File: src/hw/ccm_pkg.sv
// Constants and types for the camera capture mode sequencer.
// Assumes a 100 MHz system clock and a 32-bit Avalon-MM register bus.
// Overview of operation
// - Freerun captures frames back to back, exposing while the previous frame transfers.
// - Frame period and exposure time are separate registers; writing one keeps the other.
// - Freerun drives flash only from the second frame onward.
// - Flash timing change during continuous freerun restarts the sequence; next frame is black.
// - Freerun single capture transfers only the next exposed frame, no automatic flash.
// - In trigger modes the sensor idles until a trigger event arrives.
// - Triggers come from a host software command or the hardware trigger input.
// - Software trigger single capture yields exactly one frame.
// - Software trigger continuous capture triggers repeatedly and streams every frame.
// - Hardware trigger single capture arms for one trigger, then disarms.
// - Hardware trigger continuous capture re-arms after each frame.
// - Triggers during exposure or transfer are discarded until transfer completes and the frame period ends.
// - Discarded triggers increment a counter readable by the host.
// - Triggered capture period is exposure plus one readout frame period.
// - Standby powers down the sensor only while no host session is open.
// - Standby is the default whenever no host session is open.
// - Standby is left on host open or on selecting freerun or trigger mode.
// - Trigger input and general outputs keep working in standby.
package ccm_pkg;

	localparam int unsigned ADDR_W = 4;
	localparam int unsigned DATA_W = 32;

	// Byte addresses of the registers.
	localparam logic [ADDR_W-1:0] CTRL_OFS     = 4'h0;
	localparam logic [ADDR_W-1:0] CMD_OFS      = 4'h4;
	localparam logic [ADDR_W-1:0] PERIOD_OFS   = 4'h8;
	localparam logic [ADDR_W-1:0] EXPOSE_OFS   = 4'hc;

	// Read-only status lives at the command offset read back: handled by read mux.
	localparam logic [ADDR_W-1:0] STATUS_OFS   = 4'h4;

	// Control register fields.
	localparam int unsigned CTRL_MODE_LSB  = 0;
	localparam int unsigned CTRL_OPEN_BIT  = 2;
	localparam int unsigned CTRL_FLASH_LSB = 8;
	localparam int unsigned FLASH_W        = 8;
	localparam int unsigned GPO_LSB        = 16;
	localparam int unsigned GPO_W          = 4;

	// Command register bits, write-one pulses.
	localparam int unsigned CMD_SINGLE_BIT = 0;
	localparam int unsigned CMD_CONT_BIT   = 1;
	localparam int unsigned CMD_STOP_BIT   = 2;
	localparam int unsigned CMD_SWTRIG_BIT = 3;

	// Status register fields.
	localparam int unsigned ST_STATE_LSB   = 0;
	localparam int unsigned ST_BLACK_BIT   = 4;
	localparam int unsigned ST_PWR_BIT     = 5;
	localparam int unsigned ST_DROP_LSB    = 16;
	localparam int unsigned DROP_W         = 16;

	localparam logic [DATA_W-1:0] CTRL_RST   = 32'h0000_0000;
	localparam logic [DATA_W-1:0] PERIOD_RST = 32'h0000_0100;
	localparam logic [DATA_W-1:0] EXPOSE_RST = 32'h0000_0080;
	localparam logic [DATA_W-1:0] UNMAPPED_RD = 32'h0000_0000;

	typedef enum logic [1:0]
	{
		CCM_MODE_STANDBY = 2'h0,
		CCM_MODE_FREERUN = 2'h1,
		CCM_MODE_SWTRIG  = 2'h2,
		CCM_MODE_HWTRIG  = 2'h3
	} ccm_mode_type;

	typedef enum logic [2:0]
	{
		CCM_ST_STANDBY,
		CCM_ST_IDLE,
		CCM_ST_EXPOSE,
		CCM_ST_XFER
	} ccm_state_type;

endpackage

File: src/hw/ccm_capture_ctrl.sv
// Capture mode sequencer: freerun, software/hardware trigger and standby.
// Registers on Avalon-MM; frame transfer handshake with the readout path.
`timescale 1ns/1ns
module ccm_capture_ctrl
	import ccm_pkg::*;
#(
	parameter int unsigned CNT_W = 32
)
(
	input  wire logic              clk_sys_i,
	input  wire logic              rst_n_i,
	input  wire logic [ADDR_W-1:0] avs_address_i,
	input  wire logic              avs_read_i,
	input  wire logic              avs_write_i,
	input  wire logic [DATA_W-1:0] avs_writedata_i,
	input  wire logic [3:0]        avs_byteenable_i,
	output logic      [DATA_W-1:0] avs_readdata_o,
	output logic                   avs_waitrequest_o,
	input  wire logic              hw_trigger_i,
	input  wire logic              xfer_done_i,
	output logic                   sensor_power_o,
	output logic                   expose_o,
	output logic                   frame_start_o,
	output logic                   frame_send_o,
	output logic                   frame_black_o,
	output logic                   flash_o,
	output logic      [GPO_W-1:0]  gpo_o
);

	if (CNT_W < 8 || CNT_W > DATA_W)
		$error("CNT_W must lie between 8 and DATA_W");

	logic [1:0] rst_sync_q;
	wire        rst_n = rst_sync_q[1];

	always_ff @(posedge clk_sys_i or negedge rst_n_i)
	begin
		if (!rst_n_i)
			rst_sync_q <= 2'h0;
		else
			rst_sync_q <= {rst_sync_q[0], 1'b1};
	end

	// Bus slave: one wait cycle per access, so read data come from a flop.
	logic              ack_q;
	logic [DATA_W-1:0] ctrl_q;
	logic [DATA_W-1:0] period_q;
	logic [DATA_W-1:0] expose_q;
	logic [DATA_W-1:0] rdata_q;
	logic [DROP_W-1:0] drop_q;
	logic              black_q;
	ccm_state_type     state_q;
	ccm_state_type     state_d;

	// A request is answered one cycle after it is first seen. The write lands at the edge
	// that sees waitrequest low, so a held request is applied exactly once.
	wire        req      = (avs_read_i | avs_write_i) & ~ack_q;
	wire        wr_fire  = avs_write_i & ack_q;
	wire        sel_ctrl = avs_address_i == CTRL_OFS;
	wire        sel_cmd  = avs_address_i == CMD_OFS;
	wire        sel_per  = avs_address_i == PERIOD_OFS;
	wire        sel_exp  = avs_address_i == EXPOSE_OFS;

	function automatic logic [DATA_W-1:0] merge(input logic [DATA_W-1:0] old_v,
		input logic [DATA_W-1:0] new_v, input logic [3:0] be);
		logic [DATA_W-1:0] r;
		r = old_v;
		for (int i = 0; i < 4; i++)
			if (be[i])
				r[i*8 +: 8] = new_v[i*8 +: 8];
		return r;
	endfunction

	wire [DATA_W-1:0] ctrl_wd = merge(ctrl_q, avs_writedata_i, avs_byteenable_i);
	wire              cmd_wr  = wr_fire & sel_cmd & avs_byteenable_i[0];
	wire              cmd_single = cmd_wr & avs_writedata_i[CMD_SINGLE_BIT];
	wire              cmd_cont   = cmd_wr & avs_writedata_i[CMD_CONT_BIT];
	wire              cmd_stop   = cmd_wr & avs_writedata_i[CMD_STOP_BIT];
	wire              cmd_swtrig = cmd_wr & avs_writedata_i[CMD_SWTRIG_BIT];
	wire              ctrl_wr    = wr_fire & sel_ctrl;

	wire ccm_mode_type mode = ccm_mode_type'(ctrl_q[CTRL_MODE_LSB +: 2]);
	wire               host_open = ctrl_q[CTRL_OPEN_BIT];
	wire [FLASH_W-1:0] flash_cfg = ctrl_q[CTRL_FLASH_LSB +: FLASH_W];
	wire               flash_chg = ctrl_wr && (ctrl_wd[CTRL_FLASH_LSB +: FLASH_W] != flash_cfg);

	wire [DATA_W-1:0] status_w = {drop_q, 10'h000, ~(state_q == CCM_ST_STANDBY), black_q,
		1'b0, 3'(state_q)};
	wire [DATA_W-1:0] rd_mux = sel_ctrl ? ctrl_q :
		sel_cmd ? status_w :
		sel_per ? period_q :
		sel_exp ? expose_q : UNMAPPED_RD;

	always_ff @(posedge clk_sys_i or negedge rst_n)
	begin
		if (!rst_n)
		begin
			ack_q   <= 1'b0;
			rdata_q <= UNMAPPED_RD;
		end
		else
		begin
			ack_q   <= req;
			rdata_q <= rd_mux;
		end
	end

	assign avs_readdata_o    = rdata_q;
	assign avs_waitrequest_o = ~ack_q;

	// Frame period and exposure each have their own register.
	always_ff @(posedge clk_sys_i or negedge rst_n)
	begin
		if (!rst_n)
		begin
			ctrl_q   <= CTRL_RST;
			period_q <= PERIOD_RST;
			expose_q <= EXPOSE_RST;
		end
		else
		begin
			if (ctrl_wr)
				ctrl_q <= ctrl_wd;
			if (wr_fire && sel_per)
				period_q <= merge(period_q, avs_writedata_i, avs_byteenable_i);
			if (wr_fire && sel_exp)
				expose_q <= merge(expose_q, avs_writedata_i, avs_byteenable_i);
		end
	end

	// Hardware trigger: two-stage synchroniser, then rising edge detect.
	logic [2:0] trig_q;

	always_ff @(posedge clk_sys_i or negedge rst_n)
	begin
		if (!rst_n)
			trig_q <= 3'h0;
		else
			trig_q <= {trig_q[1:0], hw_trigger_i};
	end

	wire hw_evt = trig_q[1] & ~trig_q[2];

	// Capture arming: single or continuous request from the host.
	logic run_q;
	logic cont_q;
	logic frames_q;

	wire awake     = host_open || mode != CCM_MODE_STANDBY;
	wire is_trig   = mode == CCM_MODE_SWTRIG || mode == CCM_MODE_HWTRIG;
	// In software mode being armed is itself the trigger, so a single capture starts at once
	// and a continuous one fires again each time the sequencer returns to idle.
	// A software trigger command only counts when it arrives while a frame is busy.
	wire trig_evt  = (mode == CCM_MODE_SWTRIG) ? (cmd_swtrig || run_q) :
		(mode == CCM_MODE_HWTRIG) ? hw_evt : 1'b0;
	wire accept    = is_trig && run_q && trig_evt && state_q == CCM_ST_IDLE;
	wire busy      = state_q == CCM_ST_EXPOSE || state_q == CCM_ST_XFER;
	wire discard   = is_trig && trig_evt && !cmd_single && busy && !(run_q && cont_q
		&& mode == CCM_MODE_SWTRIG);

	logic [CNT_W-1:0] cnt_q;
	logic             done_q;
	wire  [CNT_W-1:0] exp_len = expose_q[CNT_W-1:0];
	wire  [CNT_W-1:0] per_len = period_q[CNT_W-1:0];
	wire              exp_end = cnt_q >= exp_len - CNT_W'(1);
	wire              fr_end  = cnt_q >= per_len - CNT_W'(1);
	wire              restart = flash_chg && mode == CCM_MODE_FREERUN && run_q && cont_q;
	wire              frame_done;

	// Freerun overlaps exposure with transfer, so a new frame starts on every period tick.
	wire fr_start = mode == CCM_MODE_FREERUN && run_q && state_q != CCM_ST_STANDBY
		&& (state_q == CCM_ST_IDLE || fr_end) && !restart;

	// A freerun frame is complete at the end of its period, whether or not another follows,
	// so a snap still hands over its one frame. A restart abandons the frame instead.
	assign frame_done = is_trig ? (state_q == CCM_ST_XFER && xfer_done_i) :
		state_q == CCM_ST_EXPOSE && fr_end && !restart;

	always_comb
	begin
		state_d = state_q;
		unique case (state_q)
			CCM_ST_STANDBY:
				if (awake)
					state_d = CCM_ST_IDLE;
			CCM_ST_IDLE:
				if (!awake)
					state_d = CCM_ST_STANDBY;
				else if (accept || fr_start)
					state_d = CCM_ST_EXPOSE;
			CCM_ST_EXPOSE:
				if (!awake)
					state_d = CCM_ST_STANDBY;
				else if (restart)
					state_d = CCM_ST_IDLE;
				else if (is_trig && exp_end)
					state_d = CCM_ST_XFER;
				else if (!is_trig && fr_end && !run_q)
					state_d = CCM_ST_IDLE;
			CCM_ST_XFER:
				if (!awake)
					state_d = CCM_ST_STANDBY;
				else if ((xfer_done_i || done_q) && fr_end)
					state_d = CCM_ST_IDLE;
			default:
				state_d = CCM_ST_IDLE;
		endcase
	end

	wire entering = state_d == CCM_ST_EXPOSE && (state_q != CCM_ST_EXPOSE || fr_start);
	wire to_xfer  = state_d == CCM_ST_XFER && state_q != CCM_ST_XFER;

	always_ff @(posedge clk_sys_i or negedge rst_n)
	begin
		if (!rst_n)
		begin
			state_q <= CCM_ST_STANDBY;
			cnt_q   <= '0;
		end
		else
		begin
			state_q <= state_d;
			if (entering || to_xfer)
				cnt_q <= '0;
			else
				cnt_q <= cnt_q + CNT_W'(1);
		end
	end

	// The readout may report completion long before the period has run out, and it may do so
	// with a single-cycle pulse. The report is kept here until the transfer state is next entered.
	always_ff @(posedge clk_sys_i or negedge rst_n)
	begin
		if (!rst_n)
			done_q <= 1'b0;
		else if (to_xfer)
			done_q <= 1'b0;
		else if (state_q == CCM_ST_XFER && xfer_done_i)
			done_q <= 1'b1;
	end

	// Arming: single capture disarms when its frame starts; continuous stays armed.
	always_ff @(posedge clk_sys_i or negedge rst_n)
	begin
		if (!rst_n)
		begin
			run_q    <= 1'b0;
			cont_q   <= 1'b0;
			frames_q <= 1'b0;
			black_q  <= 1'b0;
			drop_q   <= '0;
		end
		else
		begin
			if (cmd_stop || !awake)
				run_q <= 1'b0;
			else if (cmd_single || cmd_cont)
				run_q <= 1'b1;
			else if (!cont_q && (accept || (fr_start && mode == CCM_MODE_FREERUN)))
				run_q <= 1'b0;
			if (cmd_single || cmd_cont)
				cont_q <= cmd_cont;
			if (!run_q || restart)
				frames_q <= 1'b0;
			else if (frame_done && mode == CCM_MODE_FREERUN)
				frames_q <= 1'b1;
			if (restart)
				black_q <= 1'b1;
			else if (to_xfer || (frame_done && !is_trig))
				black_q <= 1'b0;
			if (discard && drop_q != '1)
				drop_q <= drop_q + DROP_W'(1);
		end
	end

	// Outputs, all from flops.
	logic flash_q;
	logic start_q;
	logic send_q;
	logic blk_o_q;
	logic pwr_q;
	logic expo_q;

	// Power and exposure flags follow the next state so that they change with state_q.
	always_ff @(posedge clk_sys_i or negedge rst_n)
	begin
		if (!rst_n)
		begin
			flash_q <= 1'b0;
			start_q <= 1'b0;
			send_q  <= 1'b0;
			blk_o_q <= 1'b0;
			pwr_q   <= 1'b0;
			expo_q  <= 1'b0;
		end
		else
		begin
			pwr_q   <= state_d != CCM_ST_STANDBY;
			expo_q  <= state_d == CCM_ST_EXPOSE;
			flash_q <= state_d == CCM_ST_EXPOSE && flash_cfg != '0 && (is_trig || (frames_q && cont_q));
			start_q <= entering;
			send_q  <= to_xfer || (frame_done && !is_trig);
			blk_o_q <= black_q;
		end
	end

	assign sensor_power_o = pwr_q;
	assign expose_o       = expo_q;
	assign frame_start_o  = start_q;
	assign frame_send_o   = send_q;
	assign frame_black_o  = blk_o_q;
	assign flash_o        = flash_q;
	assign gpo_o          = ctrl_q[GPO_LSB +: GPO_W];

endmodule

File: config.mk
export PLATFORM = sky130hd
export DESIGN_NAME = ccm_capture_ctrl
export DESIGN_NICKNAME = d
export VERILOG_FILES = /design/src/hw/ccm_pkg.sv /design/src/hw/ccm_capture_ctrl.sv
export SDC_FILE = /design/constraint.sdc
export NUM_CORES = 1
export LEC_CHECK = 0
export ABC_AREA = 1
export BUFFER_PORTS_ARGS = -buffer_cell sky130_fd_sc_hd__clkbuf_2
export CAP_MARGIN = 25
export CORE_ASPECT_RATIO = 0.75
export CORE_UTILIZATION = 50
export CTS_BUF_LIST = sky130_fd_sc_hd__clkbuf_4 sky130_fd_sc_hd__clkbuf_8
export DETAILED_ROUTE_END_ITERATION = 10
export PLACE_DENSITY = 0.69
export SLEW_MARGIN = 25
export SYNTH_ARGS = -nofsm -noshare
export SYNTH_HDL_FRONTEND = slang
export SYNTH_SLANG_ARGS = --single-unit
export TNS_END_PERCENT = 1
File: constraint.sdc
create_clock -name clk_sys_i -period 5.4 [get_ports clk_sys_i]
set_input_delay 0.81 -clock clk_sys_i [delete_from_list [all_inputs] [get_ports clk_sys_i]]
set_output_delay 0.81 -clock clk_sys_i [all_outputs]
set_load 0.02 [all_outputs]
; Yosys cells after proc, flatten, opt, wreduce, memory -nomap -nowiden
; Cells that the tools add are included.
[classes]
addsub = 4
n_lt_le_gt_ge = 2
eq_ne = 15
muxes = 28
bitwise_logic = 14
reduce_logical = 79
[op_table]
columns = op, n
row1 = 32-bit 2-to-1 mux, 5
row2 = 32-bit >= comparator, 2
row3 = "32-bit by 1-bit subtractor with 32-bit output, second input constant", 2
row4 = 1-bit logical AND, 36
row5 = "32-bit by 1-bit adder with 32-bit output, second input constant", 1
row6 = 3-bit 2-to-1 mux, 9
row7 = 2-bit AND reduction, 11
row8 = "16-bit by 1-bit adder with 16-bit output, second input constant", 1
row9 = "16-bit inequality test, second input constant", 1
row10 = 1-bit logical OR, 15
row11 = "3-bit by 2-bit equality test with 1-bit output, second input constant", 4
row12 = 1-bit 2-to-1 mux, 12
row13 = 3-bit one-hot mux with 4 select lines, 1
row14 = 1-bit bitwise AND, 10
row15 = 3-bit nonzero test, 3
row16 = "4-bit equality test, second input constant", 2
row17 = 8-bit 2-to-1 mux, 1
row18 = 8-bit inequality test, 1
row19 = 2-bit nonzero test, 4
row20 = 8-bit nonzero test, 1
row21 = 1-bit zero test, 7
row22 = "3-bit by 2-bit inequality test with 1-bit output, second input constant", 2
row23 = "2-bit equality test, second input constant", 2
row24 = "4-bit by 3-bit equality test with 1-bit output, second input constant", 1
row25 = other kinds (6), 8
[totals]
register_bits = 196
in_bits = 46
out_inout_bits = 43

; Longest topological paths before layout
[logic_depth]
ltp_word = 17
mapped_depth = 30
depth_no_buf = 29

; Worst setup path before layout
; Ideal clock, no wire load.
[synth_timing]
kind = register to register
from = register expose_q[0], in the netlist exp_len[0]
to = register cnt_q[6]
setup_ns = 0.122
arrival_ns = 3.771
required_ns = 5.278
path_slack_ns = 1.507
path_stages_with_launch = 28
n_path_buf = 1
period_less_slack_ns = 3.893
path_cell_list = dfrtp_1 -> inv_1 -> ha_1 -> nand2_1 -> nor2_2 -> inv_1 -> nor4_1 -> nand4_1 -> nor4_4 -> nand2_1 -> nor2_1 -> nand3_1 -> xor2_1 -> ha_1 -> nand2_1 -> nor2_1 -> nand2_1 -> nor4_1 -> nand3_1 -> nand3_1 -> nand2_1 -> nand2_1 -> nand2_1 -> a21oi_1 -> nand2_4 -> nand2_4 -> buf_6 -> nor2_2
[synth_between]
elab_chain_len = 11
elab_cells_between_ends = 13
classes_between = 1 x add/sub / 1 x order compare / 2 x eq/ne / 5 x mux / 4 x reduce/logical
[synth_rtl]
columns = item, line
row1 = start: declaration, ccm_capture_ctrl.sv:48  ; logic [DATA_W-1:0] expose_q;
row2 = start signal: assignment, ccm_capture_ctrl.sv:127  ; expose_q <= merge(expose_q, avs_writedata_i, avs_byteenable_i);
row3 = 32-bit by 1-bit subtractor with 32-bit output *, ccm_capture_ctrl.sv:165  ; wire exp_end = cnt_q >= exp_len - CNT_W'(1);
row4 = 32-bit >= comparator *, ccm_capture_ctrl.sv:165
row5 = 1-bit logical AND *, ccm_capture_ctrl.sv:196  ; else if (is_trig && exp_end)
row6 = 3-bit 2-to-1 mux *, ccm_capture_ctrl.sv:196
row7 = 3-bit 2-to-1 mux *, ccm_capture_ctrl.sv:194  ; else if (restart)
row8 = 3-bit 2-to-1 mux *, ccm_capture_ctrl.sv:192  ; if (!awake)
row9 = 3-bit one-hot mux with 4 select lines *, ccm_capture_ctrl.sv:182  ; unique case (state_q)
row10 = 3-bit by 2-bit equality test with 1-bit output (on tied branches), "ccm_capture_ctrl.sv:210, ccm_capture_ctrl.sv:211"
row11 = 1-bit logical AND (on tied branches), "ccm_capture_ctrl.sv:210, ccm_capture_ctrl.sv:211"
row12 = 1-bit logical OR *, ccm_capture_ctrl.sv:223  ; if (entering || to_xfer)
row13 = 32-bit 2-to-1 mux *, ccm_capture_ctrl.sv:223
row14 = end signal: assignment, ccm_capture_ctrl.sv:226  ; cnt_q <= cnt_q + CNT_W'(1);
row15 = end: declaration, ccm_capture_ctrl.sv:161  ; logic [CNT_W-1:0] cnt_q;
; Mark *: on every way between the ends. The rest lies on a longest branch, timed or not.
; A chain may end at the register's enable or synchronous reset.

; Final worst setup path
[layout_timing]
from = register period_q[0], in the netlist per_len[0]
to = register cnt_q[25]
[layout_between]
elab_chain_len = 13
elab_cells_between_ends = 25
classes_between = 1 x add/sub / 1 x order compare / 2 x eq/ne / 10 x mux / 11 x reduce/logical
[layout_rtl]
columns = item, line
row1 = start: declaration, ccm_capture_ctrl.sv:47  ; logic [DATA_W-1:0] period_q;
row2 = start signal: assignment, ccm_capture_ctrl.sv:125  ; period_q <= merge(period_q, avs_writedata_i, avs_byteenable_i);
row3 = 32-bit by 1-bit subtractor with 32-bit output *, ccm_capture_ctrl.sv:166  ; wire fr_end = cnt_q >= per_len - CNT_W'(1);
row4 = 32-bit >= comparator *, ccm_capture_ctrl.sv:166
row5 = 1-bit logical AND or 1-bit logical OR (tied branches), "ccm_capture_ctrl.sv:198, ccm_capture_ctrl.sv:172"
row6 = 1-bit logical AND (on tied branches), "ccm_capture_ctrl.sv:198, ccm_capture_ctrl.sv:172"
row7 = 3-bit 2-to-1 mux or 1-bit logical AND (tied branches), "ccm_capture_ctrl.sv:198, ccm_capture_ctrl.sv:172"
row8 = 3-bit 2-to-1 mux or 1-bit logical OR (tied branches), "ccm_capture_ctrl.sv:196, ccm_capture_ctrl.sv:189"
row9 = 3-bit 2-to-1 mux (on tied branches), "ccm_capture_ctrl.sv:194, ccm_capture_ctrl.sv:189"
row10 = 3-bit 2-to-1 mux (on tied branches), "ccm_capture_ctrl.sv:192, ccm_capture_ctrl.sv:187"
row11 = 3-bit one-hot mux with 4 select lines, ccm_capture_ctrl.sv:182
row12 = 3-bit by 2-bit equality test with 1-bit output (on tied branches), "ccm_capture_ctrl.sv:210, ccm_capture_ctrl.sv:211"
row13 = 1-bit logical AND (on tied branches), "ccm_capture_ctrl.sv:210, ccm_capture_ctrl.sv:211"
row14 = 1-bit logical OR *, ccm_capture_ctrl.sv:223
row15 = 32-bit 2-to-1 mux *, ccm_capture_ctrl.sv:223
; Marked as above.

==> impl_metrics.csv <==
group,metric,value,unit
outcome,status,"completed",
worst_setup_path,critPathLaunchType,"register",
cts,ctsLongestPathBuffers,2,
floorplanning,initial_core_util,0.514,
floorplanning,io_pins,89,
cts,cts_root_buf,"clkbuf_8",
finish,drive_gt1_frac,0.129,
floorplanning,die_h,133,µm
logic_synthesis,yosys.area_share.simple,0.242,
route,first_pass_iters,6,
pwr,leakage,0.00625,µW
logic_synthesis,yosys_warnings,0,
timing,setup_viol,0,
worst_setup_path,crit_arrival,5130,ps
timing,rsz0062_at_grt,"no",
finish,nNetsFinal,1593,
cts,htree_levels,4,
worst_setup_path,crit_type,"reg2reg",
timing,worstMarginPinSlew,784,ps
route,via_per_inst,5.37,
route,drcViolationCount,0,
route,dr_wl_met3,2630,µm
route,drt-wirelength-per-cell,17.2,µm
route,wl_met1,15700,µm
logic_synthesis,synth_area,11400,µm²
route,top_layer,"met4",
logic_synthesis,synth_fa_ha_area_frac,0.0745,
cts,clk_pin_slew,110,ps
timing,timing.slew.headroom,0.477,
placement,dp.final_hpwl,23300,µm
floorplanning,coreArea,22200,µm²
finish,final_util,0.564,
route,drtIter0Drc,960,
logic_synthesis,synth.avg_cell_area,8.16,µm²
floorplanning,dieArea,23400,µm²
timing,skew,22.6,ps
floorplanning,rows,47,
timing,period_minus_slack,4760,ps
global_routing,antenna_found_initial,1,
logic_synthesis,async_flop_share,1.00,
timing,hold_violations,0,
global_routing,grt_overflow,0,
pwr,powerDensity,301,nW/µm²
global_routing,grt_pass1_vias,8994,
logic_synthesis,ys_types,46,
worst_setup_path,critPathMaxFanout,16,
logic_synthesis,synth-edff-count,0,
placement,port_buffers,88,
route,wl_met2,12100,µm
global_routing,grt_start_max_net_pins,195,
worst_setup_path,crit_path_end_kind,"register",
logic_synthesis,synth_seq_cells,196,
logic_synthesis,synth_mux_area_frac,0,
worst_setup_path,cp_slowest_cell,"dfrtp_1",
route,wirelength,30800,µm
placement,gp_congestion,0.908,
timing,timing.final.crit_share,0.881,
logic_synthesis,synthCells,1399,
timing,worst_slack,644,ps
global_routing,grt_pass1_wl,48900,µm
worst_setup_path,critPathBufInv,3,
cts,tritoncts.num_buffers,17,
job,drv_cap,0,
cts,cts_tree,"built",
finish,area_growth,9.89,%
finish,n_fill_cell,2056,
timing,drv_slew,0,
logic_synthesis,synthFlopType,"dfrtp_1",
timing,setup_tns,0,ps
cts,clock_sinks,196,
timing,fmax,210,MHz
global_routing,grtUsageTotal,0.273,
logic_synthesis,synthXorXnorAreaFrac,0.0736,
floorplanning,die_x,176,µm
worst_setup_path,worstPathRequired,5770,ps
worst_setup_path,cp_common_cell,"nand2_1",
finish,antenna_cells,0,
worst_setup_path,slowest_delay,440,ps
worst_setup_path,cp_top_family,"simple AND/OR/NAND/NOR gates",
logic_synthesis,synth_compound_area_frac,0.104,
route,antenna_left,0,
worst_hold_path,min_path_type,"in2async",
route,vias,9598,
cts,clk_latency,490,ps
pwr,ir_worst_vdd,0.220,mV
logic_synthesis,ys_seq_area_frac,0.430,
logic_synthesis,syn-num-nets,1513,
logic_synthesis,synth_top_family_by_area,"simple AND/OR/NAND/NOR gates",
placement,post-place-ws,594,ps
==> power by group <==
group	total [µW]	leakage, µW	internal (µW)	switching [µW]
Sequential	1750	0.00258	1590	159
Combinational	1060	0.00348	383	679
Clock	962	0.000197	367	595
==> synth_stat cells (11+ instances only) <==
cell | count | area (µm²)
nand2_1 | 315 | 1180
dfrtp_1 | 194 | 4850
inv_1 | 170 | 638
nor2_1 | 130 | 488
o21ai_0 | 117 | 586
xor2_1 | 70 | 613
ha_1 | 68 | 851
nand3_1 | 55 | 275
a21oi_1 | 40 | 200
nor3_1 | 27 | 135
xnor2_1 | 26 | 228
nor2_2 | 25 | 156
clkbuf_1 | 24 | 90.1
nand4_1 | 24 | 150
o2111ai_1 | 11 | 96.3
==> state kept, by name, summed over array words and instances (netlist names), 2 cells and up <==
register and cells:
avs_readdata_o 32, cnt_q 32, ctrl_q 32, exp_len 32, per_len 32, drop_q 16
state_q 3, trig_q 3, rst_sync_q 2
==> final timing paths <==
check / slack (ps) / start / to / cells after the start
worst max-delay path: 640 / per_len[0] / cnt_q[25] / 30
worst min-delay path: 80 / rst_n_i / rst_sync_q[1] / 1
worst max register to register: 640 / per_len[0] / cnt_q[25] / 30
worst min register to register: 310 / rst_sync_q[1] / avs_readdata_o[13] / 1
max in group asynchronous: 4060 / rst_sync_q[1] / cnt_q[25] / 2
min in group clk_sys_i: 360 / trig_q[0] / trig_q[1] / 0
==> cell type report <==
type / instances / area (µm²) / area share
timing repair buffer: 94 / 531 / 0.0423
sequential: 196 / 4910 / 0.391
tap: 294 / 368 / 0.0293
clock inverter: 13 / 133 / 0.0106
clock buffer: 19 / 262 / 0.0208
inverter: 178 / 668 / 0.0533
multi-input combinational: 992 / 5670 / 0.452
==> cells in the final DEF, fill, tap and decap left out, types with 3 or more instances in the layout <==
| master | instances |
|---|---|
| o21ai_0 | 117 |
| nor4_1 | 9 |
| nor3_1 | 27 |
| nor3_2 | 4 |
| nand4_1 | 24 |
| nor2_4 | 7 |
| nor2_1 | 130 |
| ha_1 | 68 |
| a221o_1 | 7 |
| xor2_1 | 70 |
| nand3_1 | 55 |
| inv_1 | 170 |
| o21a_1 | 3 |
| inv_8 | 4 |
| xnor2_1 | 26 |
| nand2_1 | 315 |
| o2111ai_1 | 11 |
| nand3b_1 | 3 |
| dfrtp_1 | 193 |
| buf_4 | 3 |
| o211ai_1 | 5 |
| clkinv_1 | 3 |
| nor2_2 | 25 |
| clkbuf_8 | 19 |
| clkbuf_2 | 88 |
| o221ai_1 | 4 |
| a21oi_1 | 40 |
| o22ai_1 | 10 |
| nand2_2 | 10 |
| inv_6 | 3 |
| inv_2 | 5 |
==> per-stage QoR <==
step / total power, µW / instances / hold slack, ps / area, µm²
after CTS: 3780 / 1782 / 53.8 / 12500
final: 3770 / 1786 / 84.7 / 12500
after floorplan: 2510 / 1399 / 331 / 11400
after global placement: 2780 / 1750 / 337 / 12100
after global routing: 4020 / 1786 / 54.2 / 12500
after detailed placement: 2820 / 1750 / 336 / 12100
==> cell families (layout without fill, tap and decap cells) <==
family                   count (synthesis)  after routing
AND/OR/NAND/NOR                        617            618
buffers and inverters                  212            304
AO/OA/AOI/OAI                          208            208
flip-flops                             196            196
XOR/XNOR                                96             96
adder cells (fa/ha/maj)                 68             68
other                                    2              2
==> metal layers <==
metal | global-route usage | vias to the layer above
li1 | - | 4704
met1 | 0.448 | 4523
met2 | 0.356 | 348
met3 | 0.0626 | 23
met4 | 0.0589 | 0
met5 | 0 | -
==> worst reg2reg max path: cells and delay by family, from the launching register on <==
kind / cells / cell delay [ps]
simple gates: 23 / 2850
fa+ha+maj: 2 / 500
buf+inv: 3 / 490
flops: 1 / 440
compound gates: 1 / 210
xor+xnor: 1 / 140
==> timing repair <==
| item | CTS | global route |
|---|---|---|
| buffers inserted | 0 | 2 |
| hold buffers | 0 | 0 |
| setup endpoints to repair | 0 | 32 |
| gates resized for setup | 0 | 1 |
(Power assumes the default switching activity.)
